$ cat src/nvr_pkg.sv
package nvr_pkg;

  // Storage geometry: eight banks of 128 bits, read back as 16 bytes each.
  localparam int unsigned NUM_BANKS     = 8;
  localparam int unsigned BANK_BITS     = 128;
  localparam int unsigned BYTE_BITS     = 8;
  localparam int unsigned BYTES_PER_BNK = BANK_BITS / BYTE_BITS;
  localparam int unsigned TOTAL_BITS    = NUM_BANKS * BANK_BITS;

  // Read address layout: bank in the upper three bits, byte in the lower four.
  localparam int unsigned ADDR_W        = 7;
  localparam int unsigned BANK_W        = 3;
  localparam int unsigned BYTE_W        = 4;
  localparam int unsigned BANK_LSB      = 4;
  localparam int unsigned BYTE_LSB      = 0;

  // Value a bank holds after the automatic erase.
  localparam logic [BANK_BITS-1:0] ERASED_VALUE = {BANK_BITS{1'b1}};

  // Reset value of the read data register.
  localparam logic [7:0] RD_DATA_RST = 8'h00;

  // Erase time, and the cycles it takes at the 100 MHz clock (rounded up).
  localparam int unsigned CLK_PERIOD_NS = 10;
  localparam int unsigned ERASE_TIME_NS = 40;
  localparam int unsigned ERASE_CYC     =
    (ERASE_TIME_NS + CLK_PERIOD_NS - 1) / CLK_PERIOD_NS;
  localparam int unsigned ERASE_CNT_W   = 3;
  localparam logic [ERASE_CNT_W-1:0] ERASE_LAST = ERASE_CNT_W'(ERASE_CYC - 1);

  // States of the bank rewrite sequencer.
  typedef enum logic [1:0] {
    NVR_IDLE,
    NVR_ERASE,
    NVR_PROG,
    NVR_DONE
  } nvr_state_type;

endpackage : nvr_pkg

$ cat src/nvr_bank_store.sv
`timescale 1ns/1ps

// Nonvolatile bank array with one whole-bank write port and one byte read port.
module nvr_bank_store
  import nvr_pkg::*;
(
  input  wire logic                           clk,
  input  wire logic                           wr_en,
  input  wire logic [nvr_pkg::BANK_W-1:0]     wr_bank,
  input  wire logic [nvr_pkg::BANK_BITS-1:0]  wr_data,
  input  wire logic [nvr_pkg::BANK_W-1:0]     rd_bank,
  input  wire logic [nvr_pkg::BYTE_W-1:0]     rd_byte,
  output logic      [nvr_pkg::BYTE_BITS-1:0]  rd_byte_data
);

  // The array is never touched by reset, since its contents must survive it.
  logic [BANK_BITS-1:0] mem [NUM_BANKS];

  // Contents start out erased, as a fresh part would read.
  initial begin
    for (int i = 0; i < NUM_BANKS; i++) begin
      mem[i] = ERASED_VALUE;
    end
  end

  // Only a whole bank is ever written; there is no narrower write path.
  always_ff @(posedge clk) begin
    if (wr_en) begin
      mem[wr_bank] <= wr_data;
    end
  end

  // The byte field picks one aligned byte out of the chosen bank.
  always_comb begin // see R03
    rd_byte_data = mem[rd_bank][{rd_byte, 3'b000} +: BYTE_BITS];
  end

endmodule : nvr_bank_store

$ cat src/nvr_read_port.sv
`timescale 1ns/1ps

// How it works
// One kilobit of storage, readable any time.
// Written as eight banks of 128 bits.
// Each bank reads as 16 bytes.
// New contents only from the scan port.
// Any subset of banks, whole banks only.
// Bank erased automatically before each write.
// Synchronous read returns one aligned byte.
// Upper three address bits pick the bank.
// Lower four address bits pick the byte.
// Address on rising edge, data at falling.
// Every rising edge restarts the read.
// Seven-bit address in, eight-bit data out.
module nvr_read_port
  import nvr_pkg::*;
(
  input  wire logic                           clk,
  input  wire logic                           srst,
  input  wire logic [nvr_pkg::ADDR_W-1:0]     rd_addr,
  output logic      [nvr_pkg::BYTE_BITS-1:0]  rd_data,
  output logic                                rd_valid,
  input  wire logic                           scan_prog_req,
  input  wire logic [nvr_pkg::BANK_W-1:0]     scan_prog_bank,
  input  wire logic [nvr_pkg::BANK_BITS-1:0]  scan_prog_data,
  output logic                                scan_prog_busy,
  output logic                                scan_prog_done
);

  ////////////////////////////////////////////////////////////////////////////
  // Declarations.

  logic [ADDR_W-1:0]      addr_reg;     // Address taken at the rising edge.
  logic [ADDR_W-1:0]      addr_next;    // Next value of the address register.
  logic                   rise_tog_reg; // Flips on every rising edge.
  logic                   rise_tog_next; // Next value of the rising toggle.
  logic                   fall_tog_reg; // Follows the rising toggle at falling edges.
  logic [BYTE_BITS-1:0]   data_reg;     // Byte launched at the falling edge.
  logic [BYTE_BITS-1:0]   store_byte;   // Byte the array presents for addr_reg.
  logic [BANK_W-1:0]      rd_bank_sel;  // Bank field of the held address.
  logic [BYTE_W-1:0]      rd_byte_sel;  // Byte field of the held address.

  nvr_state_type          state_reg;    // Rewrite sequencer state.
  nvr_state_type          state_next;   // Next sequencer state.
  logic [ERASE_CNT_W-1:0] erase_cnt_reg;  // Cycles spent erasing.
  logic [ERASE_CNT_W-1:0] erase_cnt_next; // Next erase count.
  logic [BANK_W-1:0]      bank_reg;     // Bank being rewritten.
  logic [BANK_W-1:0]      bank_next;    // Next bank register value.
  logic [BANK_BITS-1:0]   pdata_reg;    // New contents held during the erase.
  logic [BANK_BITS-1:0]   pdata_next;   // Next held contents.
  logic                   wr_en;        // Whole-bank write strobe to the array.
  logic [BANK_BITS-1:0]   wr_data;      // Erase pattern or new contents.

  ////////////////////////////////////////////////////////////////////////////
  // Storage array.

  // The array is the only state that holds the kilobit; its sole write port
  // is driven by the scan-side sequencer below, never by the read side.
  nvr_bank_store u_store (
    .clk          (clk),
    .wr_en        (wr_en),
    .wr_bank      (bank_reg),
    .wr_data      (wr_data),
    .rd_bank      (rd_bank_sel),
    .rd_byte      (rd_byte_sel),
    .rd_byte_data (store_byte)
  );

  ////////////////////////////////////////////////////////////////////////////
  // Read port, rising-edge half.

  // Split the held address into its bank and byte fields.
  always_comb begin
    rd_bank_sel = addr_reg[BANK_LSB +: BANK_W];
    rd_byte_sel = addr_reg[BYTE_LSB +: BYTE_W];
  end

  // Every rising edge takes the address afresh and flips the toggle, so the
  // output goes invalid even when the address has not changed.
  always_comb begin
    addr_next     = rd_addr;
    rise_tog_next = ~rise_tog_reg;
  end

  // Rising-edge registers; reset is synchronous to this edge.
  always_ff @(posedge clk) begin
    if (srst) begin
      addr_reg     <= '0;
      rise_tog_reg <= 1'b0;
    end else begin
      addr_reg     <= addr_next;
      rise_tog_reg <= rise_tog_next;
    end
  end

  ////////////////////////////////////////////////////////////////////////////
  // Read port, falling-edge half.

  // The falling edge launches the addressed byte and closes the toggle gap.
  // Reset is sampled here as well, so both halves agree after it.
  always_ff @(negedge clk) begin
    if (srst) begin
      fall_tog_reg <= 1'b0;
      data_reg     <= RD_DATA_RST;
    end else begin
      fall_tog_reg <= rise_tog_reg;
      data_reg     <= store_byte;
    end
  end

  // Valid only between a falling edge and the next rising edge. The data
  // itself is a flop output; only the valid flag is a compare of two flops.
  always_comb begin
    rd_data  = data_reg;
    rd_valid = (rise_tog_reg == fall_tog_reg);
  end

  ////////////////////////////////////////////////////////////////////////////
  // Scan-side rewrite sequencer.

  // A request names one bank; any subset is rewritten by issuing one request
  // per bank. The bank is first erased, then written whole.
  always_comb begin
    state_next     = state_reg;
    erase_cnt_next = erase_cnt_reg;
    bank_next      = bank_reg;
    pdata_next     = pdata_reg;
    wr_en          = 1'b0;
    wr_data        = ERASED_VALUE;
    case (state_reg)
      NVR_IDLE: begin
        // New contents enter only here, from the scan port.
        if (scan_prog_req) begin
          bank_next      = scan_prog_bank;
          pdata_next     = scan_prog_data;
          erase_cnt_next = '0;
          state_next     = NVR_ERASE;
        end
      end
      NVR_ERASE: begin
        // The erase needs no request of its own; it is part of every write.
        wr_en          = (erase_cnt_reg == '0);
        wr_data        = ERASED_VALUE;
        erase_cnt_next = erase_cnt_reg + 1'b1;
        if (erase_cnt_reg == ERASE_LAST) begin
          state_next = NVR_PROG;
        end
      end
      NVR_PROG: begin
        // All 128 bits of the bank are written in one go.
        wr_en      = 1'b1;
        wr_data    = pdata_reg;
        state_next = NVR_DONE;
      end
      NVR_DONE: begin
        state_next = NVR_IDLE;
      end
      default: begin
        state_next = NVR_IDLE;
      end
    endcase
  end

  // Sequencer registers. The held data is not reset since it is only read
  // after a request has loaded it.
  always_ff @(posedge clk) begin
    if (srst) begin
      state_reg     <= NVR_IDLE;
      erase_cnt_reg <= '0;
      bank_reg      <= '0;
    end else begin
      state_reg     <= state_next;
      erase_cnt_reg <= erase_cnt_next;
      bank_reg      <= bank_next;
    end
    pdata_reg <= pdata_next;
  end

  // Busy while a rewrite is under way; done pulses for one cycle at the end.
  always_comb begin
    scan_prog_busy = (state_reg != NVR_IDLE);
    scan_prog_done = (state_reg == NVR_DONE);
  end

  ////////////////////////////////////////////////////////////////////////////
  // Assertions.

  // The byte launched at a falling edge is the byte the held address names.
  read_byte_a: assert property (@(posedge clk) disable iff (srst)
    !$past(srst) |-> (rd_valid && rd_data == store_byte))
    else $error("read byte does not match the addressed byte");

  // The address taken is the one presented at the previous rising edge.
  addr_take_a: assert property (@(posedge clk) disable iff (srst)
    !$past(srst) |-> addr_reg == $past(rd_addr))
    else $error("read address not taken at the rising edge");

  // Bank and byte fields come from the upper three and lower four bits.
  addr_split_a: assert property (@(posedge clk) disable iff (srst)
    {rd_bank_sel, rd_byte_sel} == addr_reg)
    else $error("address split into wrong bank and byte fields");

  // Every rising edge restarts the read, even for a repeated address.
  read_restart_a: assert property (@(posedge clk) disable iff (srst)
    !$past(srst) |-> rise_tog_reg != $past(rise_tog_reg))
    else $error("rising edge did not restart the read");

  // A program write is always preceded by a full erase of the bank.
  erase_first_a: assert property (@(posedge clk) disable iff (srst)
    $rose(state_reg == NVR_ERASE) |-> (state_reg == NVR_ERASE)[*4] ##1
      (state_reg == NVR_PROG && wr_en && wr_data == pdata_reg))
    else $error("bank not erased for the full time before programming");

  // The erase itself writes the erased pattern into the chosen bank.
  erase_write_a: assert property (@(posedge clk) disable iff (srst)
    $rose(state_reg == NVR_ERASE) |-> wr_en && wr_data == ERASED_VALUE)
    else $error("erase did not clear the bank");

  // The array is only written by the scan sequencer, never by a read.
  write_source_a: assert property (@(posedge clk) disable iff (srst)
    wr_en |-> (state_reg == NVR_ERASE || state_reg == NVR_PROG))
    else $error("array written outside a scan rewrite");

  // A request taken while idle rewrites exactly the requested bank.
  bank_hold_a: assert property (@(posedge clk) disable iff (srst)
    (state_reg == NVR_IDLE && scan_prog_req) |=> scan_prog_busy &&
      bank_reg == $past(scan_prog_bank) ##5 scan_prog_done ##1 !scan_prog_busy)
    else $error("rewrite did not complete on the requested bank");

endmodule : nvr_read_port

$ cat config.mk
export PLATFORM = sky130hd
export DESIGN_NAME = nvr_read_port
export DESIGN_NICKNAME = d
export VERILOG_FILES = /design/src/nvr_pkg.sv /design/src/nvr_bank_store.sv /design/src/nvr_read_port.sv
export SDC_FILE = /design/constraint.sdc
export NUM_CORES = 1
export LEC_CHECK = 0
export ABC_AREA = 1
export BUFFER_PORTS_ARGS = -buffer_cell sky130_fd_sc_hd__buf_2
export CAP_MARGIN = 20
export CORE_MARGIN = 10
export CORE_UTILIZATION = 30
export CTS_CLUSTER_SIZE = 16
export DETAILED_ROUTE_END_ITERATION = 8
export GPL_ROUTABILITY_DRIVEN = 0
export GPL_TIMING_DRIVEN = 0
export HOLD_SLACK_MARGIN = 0.05
export PLACE_DENSITY_LB_ADDON = 0.05
export SYNTH_ARGS = -nofsm -noshare
export SYNTH_HDL_FRONTEND = slang
export SYNTH_SLANG_ARGS = --single-unit
$ cat constraint.sdc
create_clock -name clk -period 7.9 [get_ports clk]
set_input_delay 0.395 -clock clk [delete_from_list [all_inputs] [get_ports clk]]
set_output_delay 0.395 -clock clk [all_outputs]
set_load 0.005 [all_outputs]
==> results of run 1 <==
[cell usage after synthesis (all sizes together)]
| master | count |
|---|---|
| nor2 | 34 |
| nand3b | 1 |
| xnor2 | 1 |
| o21ai | 6 |
| a21boi | 1 |
| buf | 204 |
| a21oi | 8 |
| inv | 28 |
| a211oi | 1 |
| nor3 | 1 |
| clkbuf | 35 |
| nand3 | 938 |
| dfxtp | 25 |
| ha | 7 |
| edfxtp | 1152 |
| nand2 | 1177 |
| or2 | 129 |
[worst reg2reg max path, cell delays in order (launching register included)]
cell and delay [ps]:
dfxtp_1 430, clkbuf_1 740, clkbuf_1 960, nand3_1 520
nand2_1 160, nand2_1 60, nand3_1 100, nand2_1 100
nor2_1 170, nor2_1 170
[final timing paths]
| kind | cells past startpoint | slack [ps] | end |
|---|---|---|---|
| min | 2 | 320 | pdata_reg[46] |
| max reg2reg | 9 | 360 | rd_data[4] |
| min reg2reg | 1 | 460 | rise_tog_reg |
| max | 9 | 360 | rd_data[4] |
[metrics by stage]
step | TNS (ps) | power [mW] | area, sq um | std cells
after floorplan | 0 | 9.05 | 46800 | 3748
after global placement | -6165280 | 10.2 | 50200 | 5943
after detailed placement | 0 | 10.2 | 51300 | 5998
after CTS | 0 | 16.8 | 57400 | 6412
after global routing | 0 | 17.2 | 57400 | 6412
final | 0 | 16.6 | 57400 | 6415
[cell families (layout without fill, tap and decap cells)]
family | Yosys count | in the layout | share of synthesized area, %
AOI/OAI and AO/OA | 16 | 16 | 0.182
DFF | 1177 | 1177 | 74.9
buffers and inverters | 267 | 887 | 3.22
xor gates and xnor gates | 1 | 1 | 0.0187
adders and majority gates | 7 | 7 | 0.187
other | 0 | 3 | 0
and+or+nand+nor | 2280 | 2280 | 21.5
[cell type report]
class	instances	area (sq um)
Multi-Input combinational cell	2304	10300
Inverter	27	114
Timing Repair Buffer	347	3290
Clock inverter	98	855
Buffer	239	1400
Antenna cell	3	7.51
Fill cell	15000	97200
Clock buffer	176	3810
Tap cell	2044	2560
Sequential cell	1177	35100
[cell usage in the layout (no fill, tap or decap), drive strengths merged]
master / n
inv: 41
bufinv: 12
nand3b: 1
buf: 410
o21ai: 6
clkinvlp: 5
nand2: 1177
edfxtp: 1152
a211oi: 1
nand3: 938
a21boi: 1
diode: 3
xnor2: 1
a21oi: 8
nor3: 1
clkinv: 67
or2: 129
nor2: 34
ha: 7
dfxtp: 25
dlygate4sd3: 141
clkbuf: 211
[metal layers]
| metal | global-route usage [%] | up-vias | wire, um |
|---|---|---|---|
| met5 | 0 | - | 40 |
| met4 | 5.54 | 6 | 4350 |
| met3 | 3.85 | 199 | 9270 |
| met2 | 29.6 | 784 | 75600 |
| li1 | - | 14300 | - |
| met1 | 25.1 | 14800 | 73400 |
[power by group through the flow]
stage	clock (mW)	combinational (mW)	sequential [mW]
after global placement	0.00780	2.02	8.20
final	6.53	2.19	7.84
after floorplan	0.00780	1.05	8.00
after CTS	6.70	2.25	7.85
after global routing	6.95	2.40	7.88
after detailed placement	0.00780	2.19	7.98
==> results.txt, run 1 <==
----------------------------------------------------
[Floorplanning]
  Top-level port count ... 152
  Initial Util ... 30.3%
  Standard-cell rows ... roughly 140
  Die Ht ... 415 um
  DIE WIDTH ... 415 um
  Area of the core ... about 150000 sq um
  Area of the die ... ~170000 sq um

[Detailed routing]
  Detailed-routing iteration count for the pre-antenna-repair pass ... 8
  DR vias ... 30100
  Average wire per cell in the routed design ... 25.3 um
  Drt via density ... 4.69
  DRT Wirelength ... approximately 160000 um
  Number of design-rule violations left by the first detailed-router iteration ... 2562
  Detail Route Antenna Nets ... 0
  Remaining design rule violation count ... 0

[Worst setup path]
  Critical path's most frequent cell ... nand2_1
  Startpoint types ... flop
  Worst setup path class ... reg2reg
  Crit Reg-Reg Startpoint ... addr_reg[0]
  Crit Path Max Fanout ... 10
  Top delay family on crit path ... buffers and inverters
  Cell-by-cell trace of the critical path ... clkbuf_1 > clkbuf_1 > nand3_1 > nand2_1 > nand2_1 > nand3_1 > nand2_1 > nor2_1 > nor2_1
  Worst setup path startpoint ... addr_reg[0]
  Worst path required time ... roughly 4500 ps
  Number of buffers and inverters on the critical path ... 2
  Element type at the critical path end ... flop
  Arr. time, crit path ... roughly 4200 ps
  Largest incremental delay on the critical path ... 940 ps
  Slowest cell on the critical path ... clkbuf_1

[STA]
  Unrepaired setup endpoints after global routing ... no
  Crit path setup slack, layout ... roughly 360 ps
  Post-Route Skew ... 36.0 ps
  Relative max-transition margin ... between 20% and 30%
  Final setup vio count ... 0
  Number of slew-limit violations in the final report ... 0
  Worst slew pin tran ... approximately 1200 ps
  Post-route worst hold slack ... 323 ps
  Final Hold Violating Endpoints ... 0

[CTS]
  Clk sinks ... between 1000 and 1500
  Clock latency of the later-clocked register in the worst-skew pair ... a little under 800 ps
  H-tree levels ... 4
  Maximum number of buffers from clock root to sink ... 3
  Clock tree from TritonCTS ... done
  Clk pin slew, worst setup/hold paths ... approximately 60 ps
  Count of instances resized after the clock tree is built ... 0
  Post-CTS setup buffer count ... 0
  Number of clock buffers inserted by TritonCTS ... 144
  Number of hold-repair buffers added at the cts stage ... ~140
  Cell at the root of the clock tree ... clkbuf_16

[Pwr]
  Power Density ... 288 nW/um^2
  Switching power share of the total ... 26.9%
  Internal power ... 12.1 mW
  Reported net switching power ... 4.45 mW
  Leakage component of the power ... 20.4 nW
  Maximum ir drop on the vdd rail ... 0.000202 V
  Part of the power in registers ... between 40% and 50%
  Clock power share ... 39.4%
  Combinational cell fraction of total power ... 13.2%

[Logic synthesis]
  Summed instance area of the synthesized netlist ... 46800 sq um
  Post-Syn Nets ... between 3000 and 4000
  Yosys cell types ... 22
  Number of register bits inferred by synthesis ... 1177
  Post-synthesis cell count ... 3748
  Ys Warns ... 0
  Library cell occupying the most area in the post-synthesis netlist ... edfxtp_1
  Most area-consuming cells after synthesis ... edfxtp_1, nand3_1, nand2_1
  Share of the yosys chip area belonging to registers ... 74.9%
  Proportion of netlist area held by the largest area contributor ... around 74%
  Average cell area after synthesis ... 12.5 sq um

[Global route]
  Tot GR Track Use ... 18.5%
  Overflow after GRT ... 0
  Global-route wire length before repair ... 228000 um
  Number of antenna violations at the first check in global routing ... 22
  Number of global-route vias before repair ... approximately 30000
  Largest net degree at the start of global routing ... 67

[Layout]
  Final standard cell utilization of the core ... ~37%
  Proportion of layout cells with a drive suffix above 1 ... between 10% and 20%
  Synth-to-layout area growth ... 22.6%
  Max FFs per register ... 1024
  Layout Nets ... 4397

[Status]
  Result of the run ... finished clean

[Hold path]
  Source of the worst hold timing path ... scan_prog_data[46]
  Hold crit path type ... in2reg

[Flow run]
  Maxcap violations ... 0

[Place]
  Pre-CTS WS ... 470 ps
  Port Buf Inserts ... 151
  DP HPWL ... 114000 um

----------------------------------------------------
No activity file was read; power rests on OpenSTA's default activity.
==> inputs of run 2 (changes only) <==
==> constraint.sdc (replaced) <==
create_clock -name clk -period 6.4 [get_ports clk]
set_input_delay 0.32 -clock clk [delete_from_list [all_inputs] [get_ports clk]]
set_output_delay 0.32 -clock clk [all_outputs]
set_load 0.005 [all_outputs]
==> results.txt, run 2 (synthesized netlist as in run 1, its figures left out) <==
----------------------------------------------------
[Detailed routing]
  Drt via density ... 4.69 (about the same)
  Detailed-routing iteration count for the pre-antenna-repair pass ... 8 (unchanged)
  Number of design-rule violations left by the first detailed-router iteration ... 2568 (+0.23%)
  DR vias ... 30100 (-0.027%)
  Average wire per cell in the routed design ... 25.3 um (about the same)
  Remaining design rule violation count ... 0 (unchanged)
  DRT Wirelength ... 163000 um (about the same)
  Detail Route Antenna Nets ... 0 (unchanged)

[Worst setup path]
  Cell count of the worst reg-to-reg path ... 10 (+1)
  Largest incremental delay on the critical path ... 610 ps (-330 ps)
  Top delay family on crit path ... simple AND/OR/NAND/NOR gates
  Worst Setup EP ... rd_data[0]
  Crit Reg-Reg Startpoint ... addr_reg[6]
  Startpoint types ... flop
  Worst setup path class ... reg2reg
  Worst R2R Setup Slack ... 70 ps (-290 ps)
  Slowest cell on the critical path ... buf_1
  Crit Path Max Fanout ... 10 (unchanged)
  Worst setup path startpoint ... addr_reg[6]
  Worst R2R End ... rd_data[0]
  Number of buffers and inverters on the critical path ... 2 (unchanged)
  Critical path's most frequent cell ... nand3_1
  WP depth ... 10 (+1)
  Cell-by-cell trace of the critical path ... buf_4 > buf_1 > nand3_1 > nand3_1 > nand2_1 > nand2_1 > nand3_1 > nand3_1 > nand2_1 > nor2_1
  Element type at the critical path end ... flop
  Arr. time, crit path ... 3710 ps (-480 ps)
  Worst path required time ... 3780 ps (-760 ps)

[Floorplanning]
  Die Ht ... 415 um (unchanged)
  Top-level port count ... 152 (unchanged)
  Standard-cell rows ... 144 (unchanged)
  Initial Util ... 30.3% (unchanged)
  DIE WIDTH ... 415 um (unchanged)
  Area of the die ... 172000 sq um (unchanged)
  Area of the core ... 155000 sq um (unchanged)

[Global route]
  Largest net degree at the start of global routing ... 67 (unchanged)
  Number of global-route vias before repair ... 29600 (unchanged)
  Tot GR Track Use ... 18.5% (unchanged)
  Overflow after GRT ... 0 (unchanged)
  Number of antenna violations at the first check in global routing ... 22 (unchanged)
  Global-route wire length before repair ... 228000 um (unchanged)

[STA]
  Final sum of negative setup slack ... 0 ps (unchanged)
  Post-route worst hold slack ... 249 ps (-74.6 ps)
  Relative max-transition margin ... 21.2% (+0.88 points)
  Worst slew pin tran ... 1180 ps (-13.2 ps)
  Final Hold Violating Endpoints ... 0 (unchanged)
  Number of slew-limit violations in the final report ... 0 (unchanged)
  Post-Route Skew ... 35.9 ps (-0.0861 ps)
  Final setup vio count ... 0 (unchanged)
  Unrepaired setup endpoints after global routing ... no

[CTS]
  Maximum number of buffers from clock root to sink ... 3 (unchanged)
  Clk pin slew, worst setup/hold paths ... 60 ps (about the same)
  Post-CTS setup buffer count ... 0 (unchanged)
  Cell at the root of the clock tree ... clkbuf_16
  Clock latency of the later-clocked register in the worst-skew pair ... 780 ps (about the same)
  Clock tree from TritonCTS ... done
  H-tree levels ... 4 (unchanged)
  Clk sinks ... 1177 (unchanged)
  Number of clock buffers inserted by TritonCTS ... 144 (unchanged)

[Pwr]
  Power Density ... 356 nW/um^2 (+23%)
  Maximum ir drop on the vdd rail ... 0.000249 V (+23%)
  Leakage component of the power ... 20.4 nW (about the same)

[Place]
  Instance area at placement ... 51300 sq um (unchanged)
  Port Buf Inserts ... 151 (unchanged)
  DP HPWL ... 114000 um (unchanged)

[Layout]
  Max FFs per register ... 1024 (unchanged)
  Most frequent standard cell in the layout excluding fill and tap cells ... nand2_1
  Number of filler instances in the final layout ... 15000 (+0.040%)
  Synth-to-layout area growth ... 22.6% (about the same)
  Area of all placed cells without fillers ... 57400 sq um (about the same)
  Layout Nets ... 4397 (unchanged)
  Final standard cell utilization of the core ... 37.2% (about the same)
  Top library cells by usage in the layout, fill and taps aside ... nand2_1, edfxtp_1, nand3_1, buf_2, clkbuf_16
  Proportion of layout cells with a drive suffix above 1 ... 17.1% (+0.14 points)

[Hold path]
  Hold crit path type ... in2reg

[Flow run]
  Maxcap violations ... 0 (unchanged)

[Status]
  Result of the run ... finished clean

----------------------------------------------------
## run 2: cell count changes in the layout (fill, tap and decap cells not counted), sizes merged
cell / delta
buf: -2
clkbuf: +2
## run 2: repair_timing
item                                    CTS  global route
endpoints found under the setup margin    8             3
hold buffers                            141             0
hold endpoints to repair                143             0
pin swaps                                 0             0
gates resized for setup                   4             4
## run 2: where the power goes
part | switching [mW] | internal [mW]
sequential | 0.174 | 9.51
combinational | 1.99 | 0.710
clock | 3.32 | 4.74
total | 5.49 | 15.0
## run 2: stage by stage
stage,instances,worst slack [ps],power (mW)
3_5_place_dp,5998,-280,12.6
3_3_place_gp,5943,-7800,12.6
4_1_cts,6412,7.62,20.7
6_report,6415,69.0,20.4
5_1_grt,6412,46.1,21.3
2_1_floorplan,3748,-644,11.2
## run 2: metal layers
metal	global-route usage (%)	share of wire, %	vias up
li1	-	-	14300
met1	25.1	45	14700
met2	29.6	47	798
met3	3.85	5.7	201
met4	5.54	2.7	8
met5	0	0.033	-
## run 2: worst register-to-register path: stages (launching register included)
cell     delay, ps
dfxtp_1        480
buf_4          460
buf_1          630
nand3_1        160
nand3_1        260
nand2_1        230
nand2_1        120
nand3_1         70
nand3_1         90
nand2_1         50
nor2_1         400
## run 2: how the worst min path moves through the flow
| stage | start | endpoint | cells after the start |
|---|---|---|---|
| final | scan_prog_data[46] | pdata_reg[46] | 2 |
| after global routing | scan_prog_data[109] | pdata_reg[109] | 2 |
| after CTS | scan_prog_data[46] | pdata_reg[46] | 2 |
| after detailed placement | rise_tog_reg | rise_tog_reg | 1 |
| after global placement | rise_tog_reg | rise_tog_reg | 1 |
| after floorplan | srst | erase_cnt_reg[2] | 1 |
## run 2: final cells by class
class	instances	area [sq um]	share of cell area, %
well taps	2044	2560	4.45
plain buffers	239	1410	2.45
clock inverters	98	855	1.49
clock buffers	176	3810	6.63
inverters	27	114	0.198
repair buffers	347	3290	5.73
diodes	3	7.51	0.0131
flip-flops and latches	1177	35100	61.1
multi-input cells	2304	10300	17.9
